$ cat config.mk
export PLATFORM = sky130hd
export DESIGN_NAME = dual_parallel_io_port
export DESIGN_NICKNAME = d
export VERILOG_FILES = /design/src/pkg/gpio_ef_pkg.sv /design/src/rtl/dual_parallel_io_port.sv
export SDC_FILE = /design/constraint.sdc
export NUM_CORES = 1
export LEC_CHECK = 0
export BUFFER_PORTS_ARGS = -buffer_cell sky130_fd_sc_hd__buf_2
export CORE_AREA = 2 2 89 91
export CTS_CLUSTER_DIAMETER = 30
export DETAILED_ROUTE_END_ITERATION = 8
export DIE_AREA = 0 0 91 93
export PLACE_DENSITY = 0.79
export SYNTH_ARGS = -nofsm -noshare
export SYNTH_HDL_FRONTEND = slang
export SYNTH_SLANG_ARGS = --single-unit
$ cat constraint.sdc
create_clock -name sys_clk_in -period 4.2 [get_ports sys_clk_in]
set_input_delay 1.05 -clock sys_clk_in [delete_from_list [all_inputs] [get_ports sys_clk_in]]
set_output_delay 1.05 -clock sys_clk_in [all_outputs]
set_load 0.005 [all_outputs]
$ cat src/pkg/gpio_ef_pkg.sv
package gpio_ef_pkg;
  // register byte addresses on the bus
  localparam logic [11:0] port_e_data_latch_off = 12'h000;
  localparam logic [11:0] port_e_direction_off = 12'h004;
  localparam logic [11:0] port_f_data_latch_off = 12'h008;
  localparam logic [11:0] port_f_direction_off = 12'h00c;
  // widths and reset values
  localparam int port_width = 8;
  localparam logic [7:0] latch_reset = 8'h00;
  localparam logic [7:0] direction_reset = 8'h00;
  // position of the input-only pin on port e
  localparam int port_e_input_only_pin = 1;
  // mask of bits that can really drive a port e pin
  localparam logic [7:0] port_e_drive_mask = 8'hfd;

  // one port's pin-facing signals
  typedef struct packed {
    logic [7:0] out;
    logic [7:0] oe_b;
  } pin_drive_s;
endpackage

$ cat src/rtl/dual_parallel_io_port.sv
// Overview of operation
// - input pins read back their live level
// - output pins read back the written latch
// - data writes update all eight latch bits
// - output pins driven from their latch bits
// - reset clears both data latches
// - reset leaves every pin undriven input
// - direction zero disables driver, reads pin
// - direction one enables driver, reads latch
// - port e bit one always reads pin
// - port e pin one never driven
// - port f has eight independent direction bits
//
// The APB register port and the register offsets are this design's own decisions.
`timescale 1ns/1ps
module dual_parallel_io_port (
  input wire logic sys_clk_in,
  input wire logic rst_b_in,
  input wire logic psel_in,
  input wire logic penable_in,
  input wire logic pwrite_in,
  input wire logic [11:0] paddr_in,
  input wire logic [31:0] pwdata_in,
  input wire logic [3:0] pstrb_in,
  output logic [31:0] prdata_out,
  output logic pready_out,
  output logic pslverr_out,
  input wire logic [7:0] port_e_pin_in,
  input wire logic [7:0] port_f_pin_in,
  output gpio_ef_pkg::pin_drive_s port_e_pins_out,
  output gpio_ef_pkg::pin_drive_s port_f_pins_out
);
  import gpio_ef_pkg::*;

  logic rst_meta_b_reg;
  logic rst_sync_b_reg;
  logic [7:0] e_meta_reg;
  logic [7:0] e_sync_reg;
  logic [7:0] f_meta_reg;
  logic [7:0] f_sync_reg;
  logic [7:0] e_latch_reg;
  logic [7:0] e_latch_next;
  logic [7:0] e_dir_reg;
  logic [7:0] e_dir_next;
  logic [7:0] f_latch_reg;
  logic [7:0] f_latch_next;
  logic [7:0] f_dir_reg;
  logic [7:0] f_dir_next;
  logic [31:0] prdata_reg;
  logic [31:0] prdata_next;
  logic pslverr_reg;
  logic pslverr_next;
  logic access;
  logic setup;
  logic wr_en;
  logic hit;
  logic [3:0] reg_sel;
  logic sel_e_data;
  logic sel_e_dir;
  logic sel_f_data;
  logic sel_f_dir;
  logic wr_e_data;
  logic wr_e_dir;
  logic wr_f_data;
  logic wr_f_dir;
  logic [7:0] e_data_rd;
  logic [7:0] f_data_rd;
  pin_drive_s e_drive_reg;
  pin_drive_s e_drive_next;
  pin_drive_s f_drive_reg;
  pin_drive_s f_drive_next;

  // per-bit read source select: latch where driven, pin otherwise
  function automatic logic [7:0] read_mux(input logic [7:0] dir,
                                          input logic [7:0] latch,
                                          input logic [7:0] pin);
    read_mux = (dir & latch) | (~dir & pin);
  endfunction

  // apply a byte-lane-0 write to an 8-bit register
  function automatic logic [7:0] lane_write(input logic [7:0] cur,
                                            input logic sel);
    lane_write = (sel && pstrb_in[0]) ? pwdata_in[7:0] : cur;
  endfunction

  // port e read value: the input-only bit always shows its pin
  function automatic logic [7:0] port_e_read(input logic [7:0] dir,
                                             input logic [7:0] latch,
                                             input logic [7:0] pin);
    port_e_read = read_mux(dir, latch, pin);
    port_e_read[port_e_input_only_pin] =
      pin[port_e_input_only_pin];
  endfunction

  // one-hot register select from a byte address, zero when unmapped
  function automatic logic [3:0] reg_decode(input logic [11:0] addr);
    reg_decode = 4'h0;
    unique case (addr)
      port_e_data_latch_off: reg_decode = 4'h1;
      port_e_direction_off: reg_decode = 4'h2;
      port_f_data_latch_off: reg_decode = 4'h4;
      port_f_direction_off: reg_decode = 4'h8;
      default: reg_decode = 4'h0;
    endcase
  endfunction

  // reset release synchroniser
  always_ff @(posedge sys_clk_in or negedge rst_b_in) begin
    if (!rst_b_in) begin
      rst_meta_b_reg <= 1'b0;
      rst_sync_b_reg <= 1'b0;
    end else begin
      rst_meta_b_reg <= 1'b1;
      rst_sync_b_reg <= rst_meta_b_reg;
    end
  end

  // port e pin synchroniser; only the second stage is read
  always_ff @(posedge sys_clk_in or negedge rst_sync_b_reg) begin
    if (!rst_sync_b_reg) begin
      e_meta_reg <= 8'h00;
      e_sync_reg <= 8'h00;
    end else begin
      e_meta_reg <= port_e_pin_in;
      e_sync_reg <= e_meta_reg;
    end
  end

  // port f pin synchroniser; only the second stage is read
  always_ff @(posedge sys_clk_in or negedge rst_sync_b_reg) begin
    if (!rst_sync_b_reg) begin
      f_meta_reg <= 8'h00;
      f_sync_reg <= 8'h00;
    end else begin
      f_meta_reg <= port_f_pin_in;
      f_sync_reg <= f_meta_reg;
    end
  end

  // apb decode, zero wait states
  assign access = psel_in && penable_in;
  assign setup = psel_in && !penable_in;
  assign wr_en = access && pwrite_in;
  assign hit = |reg_sel;
  assign pready_out = 1'b1;

  // register selects for the addressed word
  assign reg_sel = reg_decode(paddr_in);
  assign sel_e_data = reg_sel[0];
  assign sel_e_dir = reg_sel[1];
  assign sel_f_data = reg_sel[2];
  assign sel_f_dir = reg_sel[3];

  // write strobes, one per register, access phase only
  assign wr_e_data = wr_en && sel_e_data;
  assign wr_e_dir = wr_en && sel_e_dir;
  assign wr_f_data = wr_en && sel_f_data;
  assign wr_f_dir = wr_en && sel_f_dir;

  // port e data latch: a write replaces all eight bits
  always_comb begin
    e_latch_next = lane_write(e_latch_reg, wr_e_data);
  end

  // port e data latch register
  always_ff @(posedge sys_clk_in or negedge rst_sync_b_reg) begin
    if (!rst_sync_b_reg) begin
      e_latch_reg <= latch_reset;
    end else begin
      e_latch_reg <= e_latch_next;
    end
  end

  // port e direction: the input-only bit is stored but never drives
  always_comb begin
    e_dir_next = lane_write(e_dir_reg, wr_e_dir);
  end

  // port e direction register; zero makes every pin an input
  always_ff @(posedge sys_clk_in or negedge rst_sync_b_reg) begin
    if (!rst_sync_b_reg) begin
      e_dir_reg <= direction_reset;
    end else begin
      e_dir_reg <= e_dir_next;
    end
  end

  // port f data latch: a write replaces all eight bits
  always_comb begin
    f_latch_next = lane_write(f_latch_reg, wr_f_data);
  end

  // port f data latch register
  always_ff @(posedge sys_clk_in or negedge rst_sync_b_reg) begin
    if (!rst_sync_b_reg) begin
      f_latch_reg <= latch_reset;
    end else begin
      f_latch_reg <= f_latch_next;
    end
  end

  // port f direction: eight independent bits
  always_comb begin
    f_dir_next = lane_write(f_dir_reg, wr_f_dir);
  end

  // port f direction register; zero makes every pin an input
  always_ff @(posedge sys_clk_in or negedge rst_sync_b_reg) begin
    if (!rst_sync_b_reg) begin
      f_dir_reg <= direction_reset;
    end else begin
      f_dir_reg <= f_dir_next;
    end
  end

  // read candidates for the two data registers
  assign e_data_rd = port_e_read(e_dir_reg, e_latch_reg,
                                 e_sync_reg);
  assign f_data_rd = read_mux(f_dir_reg, f_latch_reg,
                              f_sync_reg);

  // read data captured at setup, held until the next setup
  always_comb begin
    prdata_next = prdata_reg;
    if (setup) begin
      prdata_next = 32'h0000_0000;
      if (!pwrite_in) begin
        unique case (paddr_in)
          port_e_data_latch_off: prdata_next[7:0] = e_data_rd;
          port_e_direction_off: prdata_next[7:0] = e_dir_reg;
          port_f_data_latch_off: prdata_next[7:0] = f_data_rd;
          port_f_direction_off: prdata_next[7:0] = f_dir_reg;
          default: prdata_next = 32'h0000_0000;
        endcase
      end
    end
  end

  // error response for unmapped words, decided at setup
  always_comb begin
    pslverr_next = 1'b0;
    if (setup) begin
      pslverr_next = !hit;
    end
  end

  // read data register
  always_ff @(posedge sys_clk_in or negedge rst_sync_b_reg) begin
    if (!rst_sync_b_reg) begin
      prdata_reg <= 32'h0000_0000;
    end else begin
      prdata_reg <= prdata_next;
    end
  end

  // error flag register; the port gates it to the access phase
  always_ff @(posedge sys_clk_in or negedge rst_sync_b_reg) begin
    if (!rst_sync_b_reg) begin
      pslverr_reg <= 1'b0;
    end else begin
      pslverr_reg <= pslverr_next;
    end
  end

  // bus outputs
  assign prdata_out = prdata_reg;
  assign pslverr_out = pslverr_reg && access;

  // port e pin drive: latch level, enable low where driven
  always_comb begin
    e_drive_next.out = e_latch_next;
    e_drive_next.oe_b = ~(e_dir_next & port_e_drive_mask);
  end

  // port e drive register; reset leaves every pin undriven
  always_ff @(posedge sys_clk_in or negedge rst_sync_b_reg) begin
    if (!rst_sync_b_reg) begin
      e_drive_reg.out <= latch_reset;
      e_drive_reg.oe_b <= ~direction_reset;
    end else begin
      e_drive_reg <= e_drive_next;
    end
  end

  // port f pin drive: latch level, enable low where driven
  always_comb begin
    f_drive_next.out = f_latch_next;
    f_drive_next.oe_b = ~f_dir_next;
  end

  // port f drive register; reset leaves every pin undriven
  always_ff @(posedge sys_clk_in or negedge rst_sync_b_reg) begin
    if (!rst_sync_b_reg) begin
      f_drive_reg.out <= latch_reset;
      f_drive_reg.oe_b <= ~direction_reset;
    end else begin
      f_drive_reg <= f_drive_next;
    end
  end

  // registered pin drives leave the block
  assign port_e_pins_out = e_drive_reg;
  assign port_f_pins_out = f_drive_reg;
endmodule

Word level (Yosys, flattened, before mapping)
Cells that the tools add are included.
{"block": "op_classes", "eq_ne": 3, "n_mux": 6, "bitwise": 10, "n_reduce_logical": 16}
{"operator": "AND 8 bit", "count": 4}
{"operator": "NOT 8 bit", "count": 4}
{"operator": "one-hot mux 8 bit (4 select lines)", "count": 1}
{"operator": "equality test 12 x 4 -> 1 bit (second input constant)", "count": 2}
{"operator": "2-to-1 mux 8 bit", "count": 3}
{"operator": "OR 8 bit", "count": 2}
{"operator": "one-hot mux 4 bit (4 select lines)", "count": 1}
{"operator": "equality test 12 x 3 -> 1 bit (second input constant)", "count": 1}
{"operator": "logical AND 1 bit", "count": 12}
{"operator": "zero test 12 bit", "count": 1}
{"operator": "OR reduction 4 bit", "count": 1}
{"operator": "zero test 1 bit", "count": 2}
{"operator": "2-to-1 mux 1 bit", "count": 1}
{"block": "totals", "register_bits": 115, "in_bits": 69, "wordCells": 50}

Logic depth before layout (Yosys ltp)
Gate-level depths: netlist of the first run.
{"block": "logic_depth", "ltp_word": 6, "depth_mapped": 6, "mapped_depth_nobuf": 4}

Worst setup path after synthesis of the first run
No wires, ideal clock.
{"block": "synth_timing", "path_type": "in2reg", "start": "in paddr_in[9]", "end": "reg f_dir_reg[3]", "setup_ns": 0.125, "t_arrival_ns": 2.280, "required_ns": 4.075, "path_slack_ns": 1.795, "path_stages": 5, "path_cell_list": "nor4_4 -> nand4_1 -> nor2_4 -> buf_12 -> mux2_4"}
{"block": "synth_between", "elab_chain_len": 5}
{"item": "start, declared", "line_no": "dual_parallel_io_port.sv:22", "text": "input wire logic [11:0] paddr_in,"}
{"item": "equality test 12 x 4 -> 1 bit (tied with other cells)", "line_no": "dual_parallel_io_port.sv:98", "text": "unique case (addr)"}
{"item": "one-hot mux 4 bit (4 select lines) *", "line_no": "dual_parallel_io_port.sv:98"}
{"item": "logical AND 1 bit *", "line_no": "dual_parallel_io_port.sv:158", "text": "assign wr_f_dir = wr_en && sel_f_dir;"}
{"item": "logical AND 1 bit *", "line_no": "dual_parallel_io_port.sv:83", "text": "lane_write = (sel && pstrb_in[0]) ? pwdata_in[7:0] : cur;"}
{"item": "2-to-1 mux 8 bit *", "line_no": "dual_parallel_io_port.sv:83"}
{"item": "net f_dir_next[3]", "line_no": "dual_parallel_io_port.sv:48", "text": "logic [7:0] f_dir_next;"}
{"item": "end signal, assigned", "line_no": "dual_parallel_io_port.sv:210", "text": "f_dir_reg <= direction_reset;"}
{"item": "end signal, assigned", "line_no": "dual_parallel_io_port.sv:212", "text": "f_dir_reg <= f_dir_next;"}
{"item": "end, declared", "line_no": "dual_parallel_io_port.sv:47", "text": "logic [7:0] f_dir_reg;"}
Mark *: on every way through the listed nets, which the timed path passes. The rest lies on a longest branch.
A chain may end at the register's enable or synchronous reset.

Worst setup path after layout of the first run
{"block": "layout_timing", "start": "in paddr_in[9]", "end": "reg f_dir_reg[5]"}
Same word-level chain as after synthesis.

==> results of run 1 <==
## final timing paths
check | startpoint | end | depth (start not counted)
worst min-delay path | e_meta_reg[2]$_DFF_PN0_ | e_sync_reg[2]$_DFF_PN0_ | 0
worst max-delay path | paddr_in[9] | f_dir_reg[5]$_DFF_PN0_ | 5
worst min register to register | e_meta_reg[2]$_DFF_PN0_ | e_sync_reg[2]$_DFF_PN0_ | 0
max in group asynchronous | rst_sync_b_reg$_DFF_PN0_ | port_e_pins_out[10]$_DFFE_PN0P_ | 0
worst max register to register | f_dir_reg[1]$_DFF_PN0_ | prdata_out[1]$_DFFE_PN0P_ | 4
min in group asynchronous | rst_b_in | rst_sync_b_reg$_DFF_PN0_ | 1
## routing by layer
metal	GRT usage [%]	wire, µm
met2	26.5	3300
met5	0	0
met1	22.3	2930
met4	7.70	147
met3	5.80	454
## kinds of logic after synthesis
| kind of cell | after synthesis | share of synthesized area (%) |
|---|---|---|
| DFF | 90 | 62.2 |
| muxes | 49 | 15.6 |
| AOI/OAI and AO/OA | 44 | 6.75 |
| buffers and inverters | 40 | 7.64 |
| and+or+nand+nor | 38 | 7.67 |
| other | 2 | 0.206 |
## stage by stage
stage	instance area (µm²)	util [%]	total power, mW	instances
6_report	4260	56.6	1.64	452
5_1_grt	4260	56.6	1.71	452
4_1_cts	4260	56.6	1.65	452
3_5_place_dp	4020	53.5	0.982	436
3_3_place_gp	4020	53.5	0.979	436
2_1_floorplan	3750	-	0.961	288
## synthesized netlist by cell type (3+ instances only)
library cell / n
nor2_1: 3
o31ai_1: 4
mux2i_1: 16
o21ai_0: 22
nand2_1: 9
mux2_4: 10
clkbuf_1: 5
dfstp_2: 15
a21oi_1: 12
inv_1: 5
dfrtp_1: 75
buf_4: 26
nand2b_1: 3
or3b_2: 6
mux2_2: 22
## report_power, final
group | switching [mW] | total [mW] | internal [mW] | leakage (nW)
combinational | 0.0362 | 0.0616 | 0.0254 | 0.800
clock | 0.304 | 0.675 | 0.371 | 0.116
sequential | 0.0194 | 0.903 | 0.884 | 1.13
## cell type report
| type | count | area [µm²] | share of cell area, % |
|---|---|---|---|
| Sequential cell | 90 | 2270 | 53.4 |
| Multi-Input combinational cell | 158 | 1200 | 28.1 |
| Timing Repair Buffer | 81 | 405 | 9.52 |
| Clock buffer | 11 | 151 | 3.55 |
| Tap cell | 102 | 128 | 3.00 |
| Clock inverter | 5 | 85.1 | 2.00 |
| Inverter | 5 | 18.8 | 0.441 |
## worst reg2reg max path, delay by kind of cell, from the launching register on
family             cells  cell delay, ns
AOI/OAI and AO/OA      3            0.48
muxes                  1            0.28
DFF                    1            0.43
==> impl_metrics.json, run 1 <==
{
  "path_delay_family": "simple AND/OR/NAND/NOR gates",
  "n_antenna_cell": 0,
  "num_vias": 2201,
  "hold_slack_ns": 0.350,
  "grt_first_pass_wirelength_um": 11000,
  "grt_max_degree": 89,
  "synth_top_cell_by_area": "dfrtp_1",
  "slew_viol_final": 0,
  "ys_seq_elements": 90,
  "period_needed_ns": 2.50,
  "port_buffers": 81,
  "timing.final.ws_setup_ns": 1.70,
  "ys.warnings.count": 0,
  "max_slew_margin_pct": 27.4,
  "fill_cells": 661,
  "finalHoldViolCount": 0,
  "async_flop_share_pct": 100,
  "path_cells": "buf_2 -> nor4_4 -> nand4_1 -> nor2_4 -> mux2_2",
  "required_ns": 4.45,
  "row_count": 32,
  "post_drt_wl_per_cell_um": 15.1,
  "skew_ns": 0.0102,
  "cts.reportedPaths.clkPinSlew_ns": 0.08,
  "antenna_left": 0,
  "drt_iter0_drc": 77,
  "crit_path_max_fanout": 16,
  "r2r_setup_slack_ns": 2.89,
  "synth_cells": 263,
  "preCtsSetupSlack_ns": 1.31,
  "outcome": "complete, no violations",
  "synth_top_area_share_pct": 51.4,
  "rsz0062_at_grt": "no",
  "cts_tree": "done",
  "drt-pass1-iter-count": 4,
  "holdBufCountCts": 0,
  "drc": 0,
  "place_congestion": 0.789,
  "cts_resized": 0,
  "grt-ovfl-total": 0,
  "worst_setup_path_start_kind": "input port",
  "cts_inserted_buffers": 9,
  "detailedPlacementHpwl_um": 4350,
  "leakage_nw": 2.04,
  "cts.sinks": 90,
  "die_w_um": 91,
  "fmax_ghz": 0.400,
  "synth_top_flop_cell": "dfrtp_1",
  "tightest_slew_ns": 1.09,
  "grt_pass1_vias": 2191,
  "finalSetupViolCount": 0,
  "start_util_pct": 48.5,
  "slowest_stage": "nor2_4",
  "io_pins": 135,
  "routed_via_density": 4.87,
  "die_h_um": 93,
  "hp-class": "reg -> reg",
  "antenna_found_initial": 0,
  "wl_um": 6830,
  "largest_reg_flops": 16,
  "post_cts_buffers": 0,
  "peakVddDrop_mv": 0.248,
  "period_share_pct": 59.6,
  "final_common_cell": "buf_2",
  "dieArea_mm2": 0.00846,
  "drive_above_1_share_pct": 45.1,
  "finalSetupTns_ns": 0,
  "core-area_mm2": 0.00753,
  "clk_latency_ns": 0.36,
  "path_class": "in -> reg",
  "synth_edf_count": 0,
  "postSynthAreaPerCell_um2": 13.9,
  "nNetsFinal": 414,
  "critPathCaptureType": "flop",
  "path_buf_inv": 1,
  "synth_area_leaders": "dfrtp_1, dfstp_2, mux2_2, buf_4, mux2i_1",
  "ys_seq_area_share_pct": 62.2,
  "synth_cell_type_count": 38,
  "layout_common_cells": "buf_2, dfrtp_1, conb_1",
  "synth_area_mm2": 0.00365,
  "grt.total_usage_pct": 17.2,
  "cap_violations": 0,
  "arrival_ns": 2.75,
  "clockRootBuffer": "clkbuf_8",
  "area_growth_pct": 16.6,
  "critPathMaxStageDelay_ns": 0.56,
  "clockBufferDepth": 2,
  "p_per_area_mw_per_mm2": 385,
  "ctsHtreeMaxLevel": 3
}
No activity file was read; power rests on OpenSTA's default activity.
==> run 2, diff against run 1 <==
Settings changed: CORE_AREA 2 2 89 91 to 2 2 95 97, DIE_AREA 0 0 91 93 to 0 0 97 99, PLACE_DENSITY 0.79 to 0.73.
Clock period 4.2 ns to 2.15 ns, I/O delays scaled along.
==> impl_metrics.json, run 2 (same netlist as run 1, synthesis figures left out) <==
{
  "outcome": "complete, no violations",
  "post_drt_wl_per_cell_um": 15.1,
  "intPower_mw": 2.57,
  "routed_via_density": 4.79,
  "switching_power_mw": 0.715,
  "cap_violations": 0,
  "cts_tree": "done",
  "finalSetupTns_ns": 0,
  "grt_max_degree": 51,
  "critPathCaptureType": "flop",
  "largest_reg_flops": 16,
  "grt-ovfl-total": 0,
  "rsz0062_at_grt": "no",
  "crit_path_max_fanout": 7,
  "finalSetupViolCount": 0,
  "fmax_ghz": 0.570,
  "cts_inserted_buffers": 9,
  "drt-pass1-iter-count": 4,
  "finalHoldViolCount": 0,
  "dieArea_mm2": 0.00960,
  "slew_viol_final": 0,
  "cts.reportedPaths.clkPinSlew_ns": 0.09,
  "grt_first_pass_wirelength_um": 11700,
  "drive_above_1_share_pct": 47.3,
  "n_antenna_cell": 0,
  "clockBufferDepth": 2,
  "max_slew_margin_pct": 66.3,
  "die_h_um": 99,
  "area_growth_pct": 22.2,
  "clockRootBuffer": "clkbuf_8",
  "drc": 0,
  "p_seq_share_pct": 53.2,
  "p_total_mw": 3.29,
  "layout_common_cells": "buf_2, dfrtp_1, conb_1",
  "antenna_left": 0,
  "place_congestion": 0.694,
  "period_needed_ns": 1.76,
  "num_vias": 2271,
  "drt_iter0_drc": 80,
  "row_count": 34,
  "leakage_nw": 2.14,
  "nNetsFinal": 430,
  "cts.sinks": 90,
  "detailedPlacementHpwl_um": 5080,
  "peakVddDrop_mv": 0.601,
  "wl_um": 7140,
  "ctsHtreeMaxLevel": 3,
  "grt_pass1_vias": 2222,
  "worst_setup_path_start_kind": "input port",
  "arrival_ns": 1.99,
  "p_per_area_mw_per_mm2": 736,
  "hp-class": "in -> reg",
  "skew_ns": 0.00669,
  "port_buffers": 81,
  "post_cts_buffers": 0,
  "switching_share_pct": 21.8,
  "antenna_found_initial": 0,
  "final_common_cell": "buf_2",
  "core-area_mm2": 0.00855,
  "die_w_um": 97,
  "clockPowerShare_pct": 42.3,
  "r2r_setup_slack_ns": 0.83,
  "start_util_pct": 42.7,
  "path_class": "in -> reg",
  "grt.total_usage_pct": 15.8,
  "period_share_pct": 81.6,
  "clk_latency_ns": 0.35,
  "io_pins": 135,
  "pwr-share-comb_pct": 4.5,
  "required_ns": 2.38,
  "tightest_slew_ns": 0.506
}
run 2: cell count changes in the layout (fill, tap and decap cells not counted):
cell / change
buf_12: +5
buf_4: +10
bufinv_16: +1
clkbuf_8: -2
clkinv_4: -1
clkinvlp_4: +1
dlygate4sd3_1: +1
inv_8: +1
run 2: per-layer routing:
layer / global-route usage [%] / share of wire [%] / wire (µm)
met5: 0 / 0 / 0
met4: 4.55 / 0.85 / 61
met3: 4.33 / 5.9 / 422
met2: 24.9 / 49 / 3510
met1: 21.8 / 44 / 3160
run 2: cell type report:
| type | count | area [µm²] |
|---|---|---|
| clock buffers | 9 | 124 |
| inverters | 5 | 18.8 |
| flip-flops and latches | 90 | 2270 |
| clock inverters | 7 | 125 |
| repair buffers | 97 | 591 |
| multi-input cells | 158 | 1200 |
| well taps | 108 | 135 |
| fillers | 747 | 4090 |
run 2: final timing paths:
check / startpoint / endpoint / cells after the start
worst max-delay path: paddr_in[5] / flop / 6
worst min-delay path: port_e_pin_in[4] / e_meta_reg[4]$_DFF_PN0_ / 1
worst max register to register: f_dir_reg[1]$_DFF_PN0_ / prdata_out[1]$_DFFE_PN0P_ / 4
worst min register to register: rst_sync_b_reg$_DFF_PN0_ / f_meta_reg[5]$_DFF_PN0_ / 0
max in group asynchronous: rst_sync_b_reg$_DFF_PN0_ / port_e_pins_out[3]$_DFF_PN1_ / 1
min in group asynchronous: rst_sync_b_reg$_DFF_PN0_ / f_meta_reg[5]$_DFF_PN0_ / 0
run 2: repair_timing:
| item | 4_1_cts | 5_1_grt |
|---|---|---|
| endpoints found under the setup margin | 0 | 0 |
| hold buffers | 1 | 0 |
| hold endpoints to repair | 2 | 0 |
| resized for setup | 0 | 0 |
run 2: power by group through the flow:
stage / Combinational [mW] / Sequential, mW / Clock, mW
after floorplan: 0.0905 / 1.79 / 0
after global placement: 0.145 / 1.78 / 0
after detailed placement: 0.149 / 1.78 / 0
after CTS: 0.151 / 1.75 / 1.44
after global routing: 0.169 / 1.76 / 1.51
final: 0.149 / 1.75 / 1.39
run 2: critical path, cell delays in order:
cell and delay (ns):
buf_2 0.11, nor4_4 0.40, nand4b_1 0.21, nor2_4 0.17, buf_4 0.20, mux2_2 0.35
run 2: stage by stage:
step | area (µm²) | instances | setup WS, ns | utilization (%) | hold WS [ns]
final | 4470 | 474 | 0.395 | 52.2 | 0.290
after global routing | 4470 | 474 | 0.348 | 52.2 | 0.261
after CTS | 4470 | 474 | 0.417 | 52.2 | 0.266
after detailed placement | 4210 | 457 | 0.0373 | 49.2 | 0.321
after global placement | 4210 | 457 | 0.0718 | 49.2 | 0.317
after floorplan | 3750 | 288 | 0.257 | - | 0.242
